### src/design/btdc_pkg.sv
// btdc_pkg: register map, bit positions and sizes for the debug trace control
// assumes a 32-bit apb slave; the 64-bit register is split in two words
package btdc_pkg;
    // ========================================================
    // register map
    localparam int unsigned ADDR_W          = 12;
    localparam logic [11:0] CTRL_INDEX      = 12'h1d9;
    localparam logic [11:0] CTRL_LO_ADDR    = 12'h764;  // index * 4
    localparam logic [11:0] CTRL_HI_ADDR    = 12'h768;
    localparam logic [11:0] STATUS_ADDR     = 12'h76c;
    localparam logic [11:0] CNT_EN_ADDR     = 12'h770;
    localparam logic [11:0] LOG_DEPTH_ADDR  = 12'h774;
    // ========================================================
    // control bit positions
    localparam int unsigned BIT_BRANCH_LOG  = 0;
    localparam int unsigned BIT_STEP_JUMPS  = 1;
    localparam int unsigned BIT_BUS_MSG     = 6;
    localparam int unsigned BIT_MEM_LOG     = 7;
    localparam int unsigned BIT_FULL_IRQ    = 8;
    localparam int unsigned BIT_SKIP_KERN   = 9;
    localparam int unsigned BIT_SKIP_USER   = 10;
    localparam int unsigned BIT_HOLD_LOG    = 11;
    localparam int unsigned BIT_HOLD_CNT    = 12;
    localparam int unsigned BIT_PAUSE_MGMT  = 14;
    localparam logic [31:0] CTRL_MASK       = 32'h00005fc3;
    localparam logic [31:0] CTRL_RESET      = 32'h00000000;
    localparam logic [31:0] MGMT_CLR_MASK   = 32'h000000c3;
    // ========================================================
    // sizes and codes
    localparam int unsigned CNT_W           = 8;
    localparam logic [7:0]  CNT_ALL_ON      = 8'hff;
    localparam logic [7:0]  CNT_ALL_OFF     = 8'h00;
    localparam int unsigned STACK_N         = 4;
    localparam int unsigned PTR_W           = 2;
    localparam int unsigned BUF_W           = 8;
    localparam logic [7:0]  BUF_DEPTH_RST   = 8'h10;
    localparam logic [7:0]  BREAK_VECTOR    = 8'h03;
    localparam logic [7:0]  DEBUG_VECTOR    = 8'h01;
    localparam logic [1:0]  PRIV_KERNEL     = 2'h0;
    localparam logic        MULTI_ENABLE_OK = 1'b1;
    typedef enum logic [1:0] {
        BTDC_ST_RUN,
        BTDC_ST_MGMT
    } btdc_state_t;
endpackage

### src/design/btdc_core.sv
// btdc_core: debug trace control register with its branch logging effects
// assumes core events arrive as one-cycle pulses on pclk from core logic
//
// The APB slave port was chosen for this implementation.
`timescale 1ns/1ps
module btdc_core
    import btdc_pkg::*;
(
    input  wire logic                   pclk,
    input  wire logic                   presetn,
    input  wire logic                   psel,
    input  wire logic                   penable,
    input  wire logic                   pwrite,
    input  wire logic [btdc_pkg::ADDR_W-1:0] paddr,
    input  wire logic [31:0]            pwdata,
    output logic      [31:0]            prdata,
    output logic                        pready,
    output logic                        pslverr,
    input  wire logic                   ev_branch,
    input  wire logic                   ev_irq,
    input  wire logic                   ev_exc,
    input  wire logic                   ev_insn_done,
    input  wire logic                   ev_trap_insn,
    input  wire logic [31:0]            ev_from,
    input  wire logic [31:0]            ev_to,
    input  wire logic [1:0]             priv_level,
    input  wire logic                   step_flag,
    input  wire logic                   counter_irq,
    input  wire logic                   mgmt_irq,
    input  wire logic                   mgmt_return,
    output logic                        fault_valid,
    output logic      [7:0]             fault_vector,
    output logic                        branch_msg_valid,
    output logic      [63:0]            branch_msg,
    output logic                        mem_wr_valid,
    output logic      [7:0]             mem_wr_index,
    output logic      [63:0]            mem_wr_data,
    output logic                        log_full_irq,
    output logic      [7:0]             counter_enables,
    output logic      [63:0]            top_record,
    output logic      [1:0]             top_ptr
);
    import btdc_pkg::*;

    // ========================================================
    // apb decode
    logic        wr_en;
    logic        rd_en;
    logic        hit;
    logic [31:0] ctrl_reg;
    logic [31:0] ctrl_save_reg;
    logic [7:0]  cnt_reg;
    logic [7:0]  depth_reg;
    logic [7:0]  wptr_reg;
    logic        full_reg;
    logic        frozen_reg;
    btdc_state_t state_reg;
    logic [63:0] stack_reg [STACK_N];
    logic [PTR_W-1:0] tos_reg;

    function automatic logic is_reg(input logic [ADDR_W-1:0] a);
        return a == CTRL_LO_ADDR || a == CTRL_HI_ADDR || a == STATUS_ADDR ||
               a == CNT_EN_ADDR || a == LOG_DEPTH_ADDR;
    endfunction

    assign wr_en = psel && penable && pwrite && pready;
    assign rd_en = psel && !penable && !pwrite;
    assign hit   = is_reg(paddr);

    // no wait state: pready rises in the first access cycle
    always_ff @(posedge pclk or negedge presetn) begin
        if (!presetn) begin
            pready  <= 1'b0;
            pslverr <= 1'b0;
        end else begin
            pready  <= psel && !penable;
            pslverr <= psel && !penable && !hit;
        end
    end

    always_ff @(posedge pclk or negedge presetn) begin
        if (!presetn) begin
            prdata <= 32'h00000000;
        end else if (rd_en) begin
            unique case (paddr)
                CTRL_LO_ADDR:   prdata <= ctrl_reg & CTRL_MASK;
                STATUS_ADDR:    prdata <= {27'h0000000, frozen_reg,
                                           state_reg == BTDC_ST_MGMT,
                                           full_reg, tos_reg};
                CNT_EN_ADDR:    prdata <= {24'h000000, cnt_reg};
                LOG_DEPTH_ADDR: prdata <= {24'h000000, depth_reg};
                default:        prdata <= 32'h00000000;
            endcase
        end
    end

    // ========================================================
    // event qualification
    logic any_ev;
    logic priv_ok;
    logic trace_ok;
    logic log_stack;
    logic db_fault;
    logic step_hit;

    // events are taken branches, irqs and non-debug exceptions only
    assign any_ev  = ev_branch || ev_irq || ev_exc;
    assign priv_ok = !((ctrl_reg[BIT_SKIP_KERN] && priv_level == PRIV_KERNEL)
                  || (ctrl_reg[BIT_SKIP_USER] && priv_level != PRIV_KERNEL));
    assign trace_ok = any_ev && priv_ok;
    // bus messages also keep the stack running, though they are built from the event addresses
    assign log_stack = any_ev && !frozen_reg &&
                       (ctrl_reg[BIT_BRANCH_LOG] ||
                        ctrl_reg[BIT_BUS_MSG]);
    assign step_hit = step_flag && ev_insn_done &&
                      (!ctrl_reg[BIT_STEP_JUMPS] || ev_branch);
    assign db_fault = step_hit;

    // ========================================================
    // control register and management mode
    always_ff @(posedge pclk or negedge presetn) begin
        if (!presetn) begin
            ctrl_reg      <= CTRL_RESET;
            ctrl_save_reg <= CTRL_RESET;
            state_reg     <= BTDC_ST_RUN;
        end else begin
            if (wr_en && paddr == CTRL_LO_ADDR)
                ctrl_reg <= pwdata & CTRL_MASK;
            unique case (state_reg)
                BTDC_ST_RUN: begin
                    if (mgmt_irq) begin
                        state_reg <= BTDC_ST_MGMT;
                        if (ctrl_reg[BIT_PAUSE_MGMT]) begin
                            ctrl_save_reg <= ctrl_reg;
                            ctrl_reg <= ctrl_reg & ~MGMT_CLR_MASK;
                        end
                    end
                end
                BTDC_ST_MGMT: begin
                    if (mgmt_return) begin
                        state_reg <= BTDC_ST_RUN;
                        if (ctrl_save_reg[BIT_PAUSE_MGMT])
                            ctrl_reg <= ctrl_save_reg;
                    end
                end
            endcase
            // hardware clears last, so they beat writes and restores
            if (db_fault) begin
                ctrl_reg[BIT_BRANCH_LOG] <= 1'b0;
                ctrl_reg[BIT_STEP_JUMPS] <= 1'b0;
            end
            if (counter_irq && ctrl_reg[BIT_HOLD_LOG])
                ctrl_reg[BIT_BRANCH_LOG] <= 1'b0;
        end
    end

    // ========================================================
    // counter enables
    always_ff @(posedge pclk or negedge presetn) begin
        if (!presetn) begin
            cnt_reg <= CNT_ALL_OFF;
        end else if (state_reg == BTDC_ST_RUN && mgmt_irq &&
                     ctrl_reg[BIT_PAUSE_MGMT]) begin
            cnt_reg <= CNT_ALL_OFF;
        end else if (state_reg == BTDC_ST_MGMT && mgmt_return &&
                     ctrl_save_reg[BIT_PAUSE_MGMT]) begin
            cnt_reg <= CNT_ALL_ON;
        end else if (counter_irq && ctrl_reg[BIT_HOLD_CNT]) begin
            cnt_reg <= CNT_ALL_OFF;
        end else if (wr_en && paddr == CNT_EN_ADDR) begin
            cnt_reg <= pwdata[CNT_W-1:0];
        end
    end

    // ========================================================
    // branch record stack
    // frozen until software rewrites the control word
    always_ff @(posedge pclk or negedge presetn) begin
        if (!presetn)
            frozen_reg <= 1'b0;
        else if (counter_irq && ctrl_reg[BIT_HOLD_LOG])
            frozen_reg <= 1'b1;
        else if (wr_en && paddr == CTRL_LO_ADDR)
            frozen_reg <= 1'b0;
    end

    // entries persist across a debug fault; only the branch log and step-on-jumps enables drop
    always_ff @(posedge pclk or negedge presetn) begin
        if (!presetn) begin
            tos_reg <= '0;
            for (int i = 0; i < STACK_N; i++)
                stack_reg[i] <= 64'h0;
        end else if (log_stack) begin
            tos_reg <= tos_reg + 2'h1;
            stack_reg[tos_reg + 2'h1] <= {ev_from, ev_to};
        end
    end

    // ========================================================
    // bus messages and memory store
    always_ff @(posedge pclk or negedge presetn) begin
        if (!presetn) begin
            branch_msg_valid <= 1'b0;
            branch_msg       <= 64'h0;
        end else begin
            branch_msg_valid <= trace_ok && ctrl_reg[BIT_BUS_MSG] &&
                                (MULTI_ENABLE_OK ||
                                 !ctrl_reg[BIT_BRANCH_LOG]);
            if (trace_ok)
                branch_msg <= {ev_from, ev_to};
        end
    end

    logic mem_go;
    assign mem_go = trace_ok && ctrl_reg[BIT_MEM_LOG] && !full_reg;

    always_ff @(posedge pclk or negedge presetn) begin
        if (!presetn) begin
            wptr_reg     <= 8'h00;
            full_reg     <= 1'b0;
            log_full_irq <= 1'b0;
            mem_wr_valid <= 1'b0;
            mem_wr_index <= 8'h00;
            mem_wr_data  <= 64'h0;
            depth_reg    <= BUF_DEPTH_RST;
        end else begin
            mem_wr_valid <= mem_go;
            log_full_irq <= 1'b0;
            if (wr_en && paddr == LOG_DEPTH_ADDR)
                depth_reg <= pwdata[BUF_W-1:0];
            // a store beside a depth write wins: wptr_reg advances and is not reset
            if (mem_go) begin
                mem_wr_index <= wptr_reg;
                mem_wr_data  <= {ev_from, ev_to};
                if (wptr_reg + 8'h01 >= depth_reg) begin
                    wptr_reg <= 8'h00;
                    if (ctrl_reg[BIT_FULL_IRQ]) begin
                        full_reg     <= 1'b1;
                        log_full_irq <= 1'b1;
                    end
                end else begin
                    wptr_reg <= wptr_reg + 8'h01;
                end
            end else if (wr_en && paddr == LOG_DEPTH_ADDR) begin
                wptr_reg <= 8'h00;
                full_reg <= 1'b0;
            end
        end
    end

    // ========================================================
    // faults and observation outputs
    always_ff @(posedge pclk or negedge presetn) begin
        if (!presetn) begin
            fault_valid     <= 1'b0;
            fault_vector    <= 8'h00;
            counter_enables <= CNT_ALL_OFF;
            top_record      <= 64'h0;
            top_ptr         <= '0;
        end else begin
            fault_valid     <= ev_trap_insn || db_fault;
            if (ev_trap_insn)
                fault_vector <= BREAK_VECTOR;
            else if (db_fault)
                fault_vector <= DEBUG_VECTOR;
            counter_enables <= cnt_reg;
            top_record      <= stack_reg[tos_reg];
            top_ptr         <= tos_reg;
        end
    end

    // ========================================================
    // checks
    trap_vector_a: assert property (
        @(posedge pclk) disable iff (!presetn)
        ev_trap_insn |=> fault_valid && fault_vector == BREAK_VECTOR)
        else $error("trap did not raise vector 3");
    step_clear_a: assert property (
        @(posedge pclk) disable iff (!presetn)
        db_fault |=> !ctrl_reg[BIT_STEP_JUMPS] && !ctrl_reg[BIT_BRANCH_LOG])
        else $error("debug fault left enables set");
    step_branch_a: assert property (
        @(posedge pclk) disable iff (!presetn)
        (step_flag && ev_insn_done && ctrl_reg[BIT_STEP_JUMPS] && !ev_branch
         && !ev_trap_insn) |=> !fault_valid)
        else $error("step fault without branch");
    skip_kern_a: assert property (
        @(posedge pclk) disable iff (!presetn)
        (ctrl_reg[BIT_SKIP_KERN] && priv_level == PRIV_KERNEL)
        |=> !branch_msg_valid)
        else $error("message at level zero");
    skip_user_a: assert property (
        @(posedge pclk) disable iff (!presetn)
        (ctrl_reg[BIT_SKIP_USER] && priv_level != PRIV_KERNEL)
        |=> !branch_msg_valid)
        else $error("message above level zero");
    bus_msg_a: assert property (
        @(posedge pclk) disable iff (!presetn)
        (ev_branch && ctrl_reg[BIT_BUS_MSG] && priv_ok) |=> branch_msg_valid)
        else $error("branch message missing");
    stack_hold_a: assert property (
        @(posedge pclk) disable iff (!presetn)
        (frozen_reg && !wr_en) |=> $stable(tos_reg))
        else $error("frozen stack moved");
    cnt_freeze_a: assert property (
        @(posedge pclk) disable iff (!presetn)
        (counter_irq && ctrl_reg[BIT_HOLD_CNT] && !mgmt_irq && !mgmt_return)
        |=> cnt_reg == CNT_ALL_OFF ##1 counter_enables == CNT_ALL_OFF)
        else $error("counters not frozen");
    mgmt_restore_a: assert property (
        @(posedge pclk) disable iff (!presetn)
        (state_reg == BTDC_ST_MGMT && mgmt_return
         && ctrl_save_reg[BIT_PAUSE_MGMT] && !db_fault && !counter_irq)
        |=> ctrl_reg == $past(ctrl_save_reg) && cnt_reg == CNT_ALL_ON)
        else $error("mgmt return did not restore");
    mgmt_entry_a: assert property (
        @(posedge pclk) disable iff (!presetn)
        (state_reg == BTDC_ST_RUN && mgmt_irq && ctrl_reg[BIT_PAUSE_MGMT])
        |=> (ctrl_reg & MGMT_CLR_MASK) == 32'h0 && cnt_reg == CNT_ALL_OFF)
        else $error("mgmt entry did not clear");
    branch_log_a: assert property (
        @(posedge pclk) disable iff (!presetn)
        log_stack |=> tos_reg == $past(tos_reg) + 2'h1
            && stack_reg[tos_reg] == {$past(ev_from), $past(ev_to)})
        else $error("branch record not pushed");
    no_fault_log_a: assert property (
        @(posedge pclk) disable iff (!presetn)
        (db_fault && !any_ev) |=> $stable(tos_reg))
        else $error("debug fault was logged");
    fault_keep_a: assert property (
        @(posedge pclk) disable iff (!presetn)
        (db_fault && ctrl_reg[BIT_BUS_MSG] && !wr_en && !mgmt_irq
         && !mgmt_return) |=> ctrl_reg[BIT_BUS_MSG])
        else $error("debug fault cleared message enable");
    hold_log_a: assert property (
        @(posedge pclk) disable iff (!presetn)
        (counter_irq && ctrl_reg[BIT_HOLD_LOG])
        |=> frozen_reg && !ctrl_reg[BIT_BRANCH_LOG])
        else $error("counter irq did not freeze stack");
    both_on_a: assert property (
        @(posedge pclk) disable iff (!presetn)
        (trace_ok && !frozen_reg && ctrl_reg[BIT_BUS_MSG]
         && ctrl_reg[BIT_BRANCH_LOG]) |=> branch_msg_valid
            && tos_reg == $past(tos_reg) + 2'h1)
        else $error("log and message not together");
    mem_log_a: assert property (
        @(posedge pclk) disable iff (!presetn)
        mem_go |=> mem_wr_valid
            && mem_wr_data == {$past(ev_from), $past(ev_to)})
        else $error("memory store missing");
    full_stop_a: assert property (
        @(posedge pclk) disable iff (!presetn)
        full_reg |=> !mem_wr_valid)
        else $error("store into full buffer");
    wrap_a: assert property (
        @(posedge pclk) disable iff (!presetn)
        (mem_go && !ctrl_reg[BIT_FULL_IRQ]) |=> !log_full_irq && !full_reg)
        else $error("circular buffer raised full");
    reserved_a: assert property (
        @(posedge pclk) disable iff (!presetn)
        (ctrl_reg & ~CTRL_MASK) == 32'h0)
        else $error("unassigned control bit set");
    ctrl_read_a: assert property (
        @(posedge pclk) disable iff (!presetn)
        (rd_en && paddr == CTRL_LO_ADDR) |=> prdata == $past(ctrl_reg))
        else $error("control read wrong");
endmodule

### config.mk
export PLATFORM = sky130hd
export DESIGN_NAME = btdc_core
export DESIGN_NICKNAME = d
export VERILOG_FILES = /design/src/design/btdc_pkg.sv /design/src/design/btdc_core.sv
export SDC_FILE = /design/constraint.sdc
export NUM_CORES = 1
export LEC_CHECK = 0
export ABC_AREA = 1
export BUFFER_PORTS_ARGS = -buffer_cell sky130_fd_sc_hd__buf_2
export CAP_MARGIN = 20
export CORE_MARGIN = 8
export CORE_UTILIZATION = 35
export DETAILED_ROUTE_END_ITERATION = 10
export MAX_ROUTING_LAYER = met4
export PLACE_DENSITY_LB_ADDON = 0.05
export SYNTH_ARGS = -nofsm -noshare
export SYNTH_HDL_FRONTEND = slang
export SYNTH_SLANG_ARGS = --single-unit
### constraint.sdc
create_clock -name pclk -period 2.65 [get_ports pclk]
set_input_delay 0.53 -clock pclk [delete_from_list [all_inputs] [get_ports pclk]]
set_output_delay 0.53 -clock pclk [all_outputs]
set_load 0.03 [all_outputs]
==> metrics.md <==
| Metric | Value |
|---|---|
| Overflow after GRT | `0` |
| Via density | `4.79` |
| Netlist Area Pre-Place | `0.0220 mm2` |
| RSZ-0062 raised after global routing | `no` |
| Final Instance Area | `around 0.027 mm2` |
| Post-synth EDFFs | `0` |
| DRT iter0 DRCs | `roughly 860` |
| Count of final hold-check violations | `0` |
| Fin Clk Skew | `0.0201 ns` |
| Root buffer cell | `clkbuf_16` |
| Worst slack, placed | `0.400 ns` |
| Initial Util | `35.1%` |
| Combinational power share | `roughly 17%` |
| First-pass GRT wire length | `98400 um` |
| DRC viols | `0` |
| Netlist cell types | `34` |
| Worst ir drop on vdd | `around 0.54 mV` |
| Internal reg-to-reg setup slack | `0.38 ns` |
| Final HPWL DP | `40300 um` |
| NetSw | `6.50 mW` |
| Row count | `92` |
| Most common cell in the netlist | `dfrtp_1` |
| Post-synth top area share | `about three fifths` |
| Critical Path Start Type | `flop` |
| Routed Antenna Nets | `0` |
| Drt wl/cell | `between 15 and 20 um` |
| Leak Pwr | `13.1 nW` |
| FMAX | `between 400 and 500 MHz` |
| Fill cells | `6263` |
| Data required, critical path | `3.20 ns` |
| Internal cell power | `around 15 mW` |
| Placed Area | `0.0248 mm2` |
| Largest net degree at the start of global routing | `between 100 and 150` |
| Placer Congestion | `0.804` |
| All-Layer GR Usage | `approximately 18%` |
| Postcts setup bufs | `0` |
| Gate Count Post-Synth | `around 2200` |
| Status | `complete, no violations` |
| Initial antenna violation count | `0` |
| Die area | `0.0710 mm2` |
| Die width | `between 200 and 300 um` |
| Vias | `16600` |
| Clock insertion delay at the later pin of the skew report | `0.62 ns` |
| Inst Count DP | `3345` |
| Max clock buf depth | `3` |
| CTS tree | `built` |
| Layout cells sized above 1 | `19.9%` |
| Post-synth top area cell | `dfrtp_1` |
| Final Util | `a little over two fifths` |
| Hold_buf cts | `1` |
| Max_cap viols | `0` |
| Number of CTS-inserted buffers | `59` |
| Crit Path Max Fanout | `8` |
| Post-CTS Resized | `0` |
| Yosys warnings | `0` |
| Period Utilization, post-route | `85.6%` |
| Slack of the critical path | `about 0.38 ns` |
| CTS sink cnt | `~540` |
| Synthesized area per cell | `around 10 um2` |
| Crit end category | `flop` |
| Fin Hold WS | `just over 0.1 ns` |
| Top-level I/O count | `380` |
| Synth Register Bits | `about 540` |
| Clock power share | `38.3%` |
| P per Cell Area | `795 mW/mm2` |
| Number of global-route vias before repair | `17200` |
| Final Setup Violations | `0` |
| HP Class | `input port to flop` |
| Buffers on Ports | `337` |
| Die Y | `267 um` |
| Layout area overhead | `21.9%` |
| Most frequent cells after synthesis | `dfrtp_1 (536), nand2_1 (528), o21a_1 (257)` |
| Setup_tns | `0 ns` |
| Share of power burned in registers | `44.3%` |
| Final non-filler cell total | `between 3000 and 4000` |
| Main synth FF type | `dfrtp_1` |
| Max-slew headroom | `55.7%` |
| Top cells by area, synth | `dfrtp_1 (61%), nand2_1 (9.0%), o21a_1 (8.8%), o21ai_0 (5.2%), nor2_1 (2.7%)` |
| Drt total wl | `61400 um` |
| Seq/Total Area, Yosys | `between 60% and 70%` |
| H-tree levels | `2` |
| Total power | `21.3 mW` |
| Nets | `2698` |
| Clock-pin slew on the worst setup and hold paths | `0.06 ns` |
| Max-slew violation count | `0` |
| Critical path data arrival time | `2.82 ns` |
| Drt first pass iters | `5` |
| Asr flop ratio synth | `100%` |
| Crit Path Class | `flop to flop` |
| Switch share | `30.5%` |
| Worst-Margin Slew | `0.665 ns` |
| Final min period | `2.27 ns` |
| Core area | `about 0.063 mm2` |
| Max reg flops | `roughly 260` |
per-layer routing:
| metal | GRT usage [%] | up-vias | share of wire (%) |
|---|---|---|---|
| met4 | 4.96 | 0 | 2.1 |
| li1 | - | 8032 | - |
| met2 | 29.4 | 320 | 49 |
| met3 | 3.22 | 91 | 4.8 |
| met5 | - | - | 0 |
| met1 | 22.3 | 8111 | 44 |
critical path, cell delays in order, from the launching register on:
cell and delay (ns):
dfrtp_1 0.43, ha_1 0.24, nand4_1 0.15, nor2_1 0.14, xor2_1 0.22, ha_1 0.27
nand2_1 0.08, nor2_1 0.06, nand4_1 0.07, nand3_1 0.19, nor2_8 0.19, nand2_1 0.08
nand2_1 0.07
layout by cell type (no fill, tap or decap), types with 2 or more instances in the layout:
cell type and instances:
dfrtp_1 534, nand2_1 528, buf_2 336, o21a_1 257, o21ai_0 230, nor2_1 156, inv_1 119, o22ai_1 64
o21ai_1 64, clkbuf_16 60, buf_4 33, nand3_1 31, buf_12 28, conb_1 24, nand4_1 16, clkinv_2 15
clkbuf_1 14, ha_1 13, clkbuf_8 13, a21oi_1 9, o211ai_1 8, nor2_4 7, xor2_1 6, o21bai_1 5
o31ai_1 5, a31oi_1 5, nor2_2 3, clkinvlp_4 3, bufinv_16 3, inv_2 2, inv_4 2, nand3_2 2
or2_2 2
cell type report:
| class | instances | area, um2 | area share, % |
|---|---|---|---|
| well taps | 846 | 1060 | 3.95 |
| clock buffers | 87 | 1730 | 6.47 |
| diodes | 1 | 2.50 | 0.00934 |
| multi-input cells | 1441 | 7350 | 27.5 |
| repair buffers | 399 | 2510 | 9.39 |
| clock inverters | 23 | 213 | 0.794 |
| flip-flops and latches | 537 | 13400 | 50.2 |
| inverters | 123 | 467 | 1.74 |
power groups by stage:
stage	clock network, mW	registers [mW]	logic, mW
2_1_floorplan	0	10.8	1.16
3_3_place_gp	0	9.55	3.74
3_5_place_dp	0	9.55	3.79
4_1_cts	8.46	9.43	3.79
5_1_grt	8.78	9.52	4.08
6_report	8.16	9.42	3.70
cells by family (layout without fill, tap and decap cells):
| family | after synthesis | in the layout | synth area share, % |
|---|---|---|---|
| and+or+nand+nor | 749 | 749 | 13.6 |
| DFF | 537 | 537 | 61.2 |
| buffers and inverters | 282 | 632 | 5.92 |
| other | 1 | 25 | 0.0171 |
| adders and majority gates | 13 | 13 | 0.740 |
| AOI/OAI and AO/OA | 649 | 649 | 18.3 |
| xor gates and xnor gates | 6 | 6 | 0.239 |
path summary, 6_finish.rpt:
check | from | to | cells after the start
setup reg to reg | wptr_reg[0] | wptr_reg[3] | 12
setup / recovery | wptr_reg[0] | wptr_reg[3] | 12
hold reg to reg | cnt_reg[1] | counter_enables[1] | 0
min in group asynchronous | presetn | mem_wr_data[27] | 2
hold / removal | penable | pready | 2
max in group asynchronous | presetn | ctrl_reg[8] | 4
Note: power is estimated with default switching activity, not from simulation.
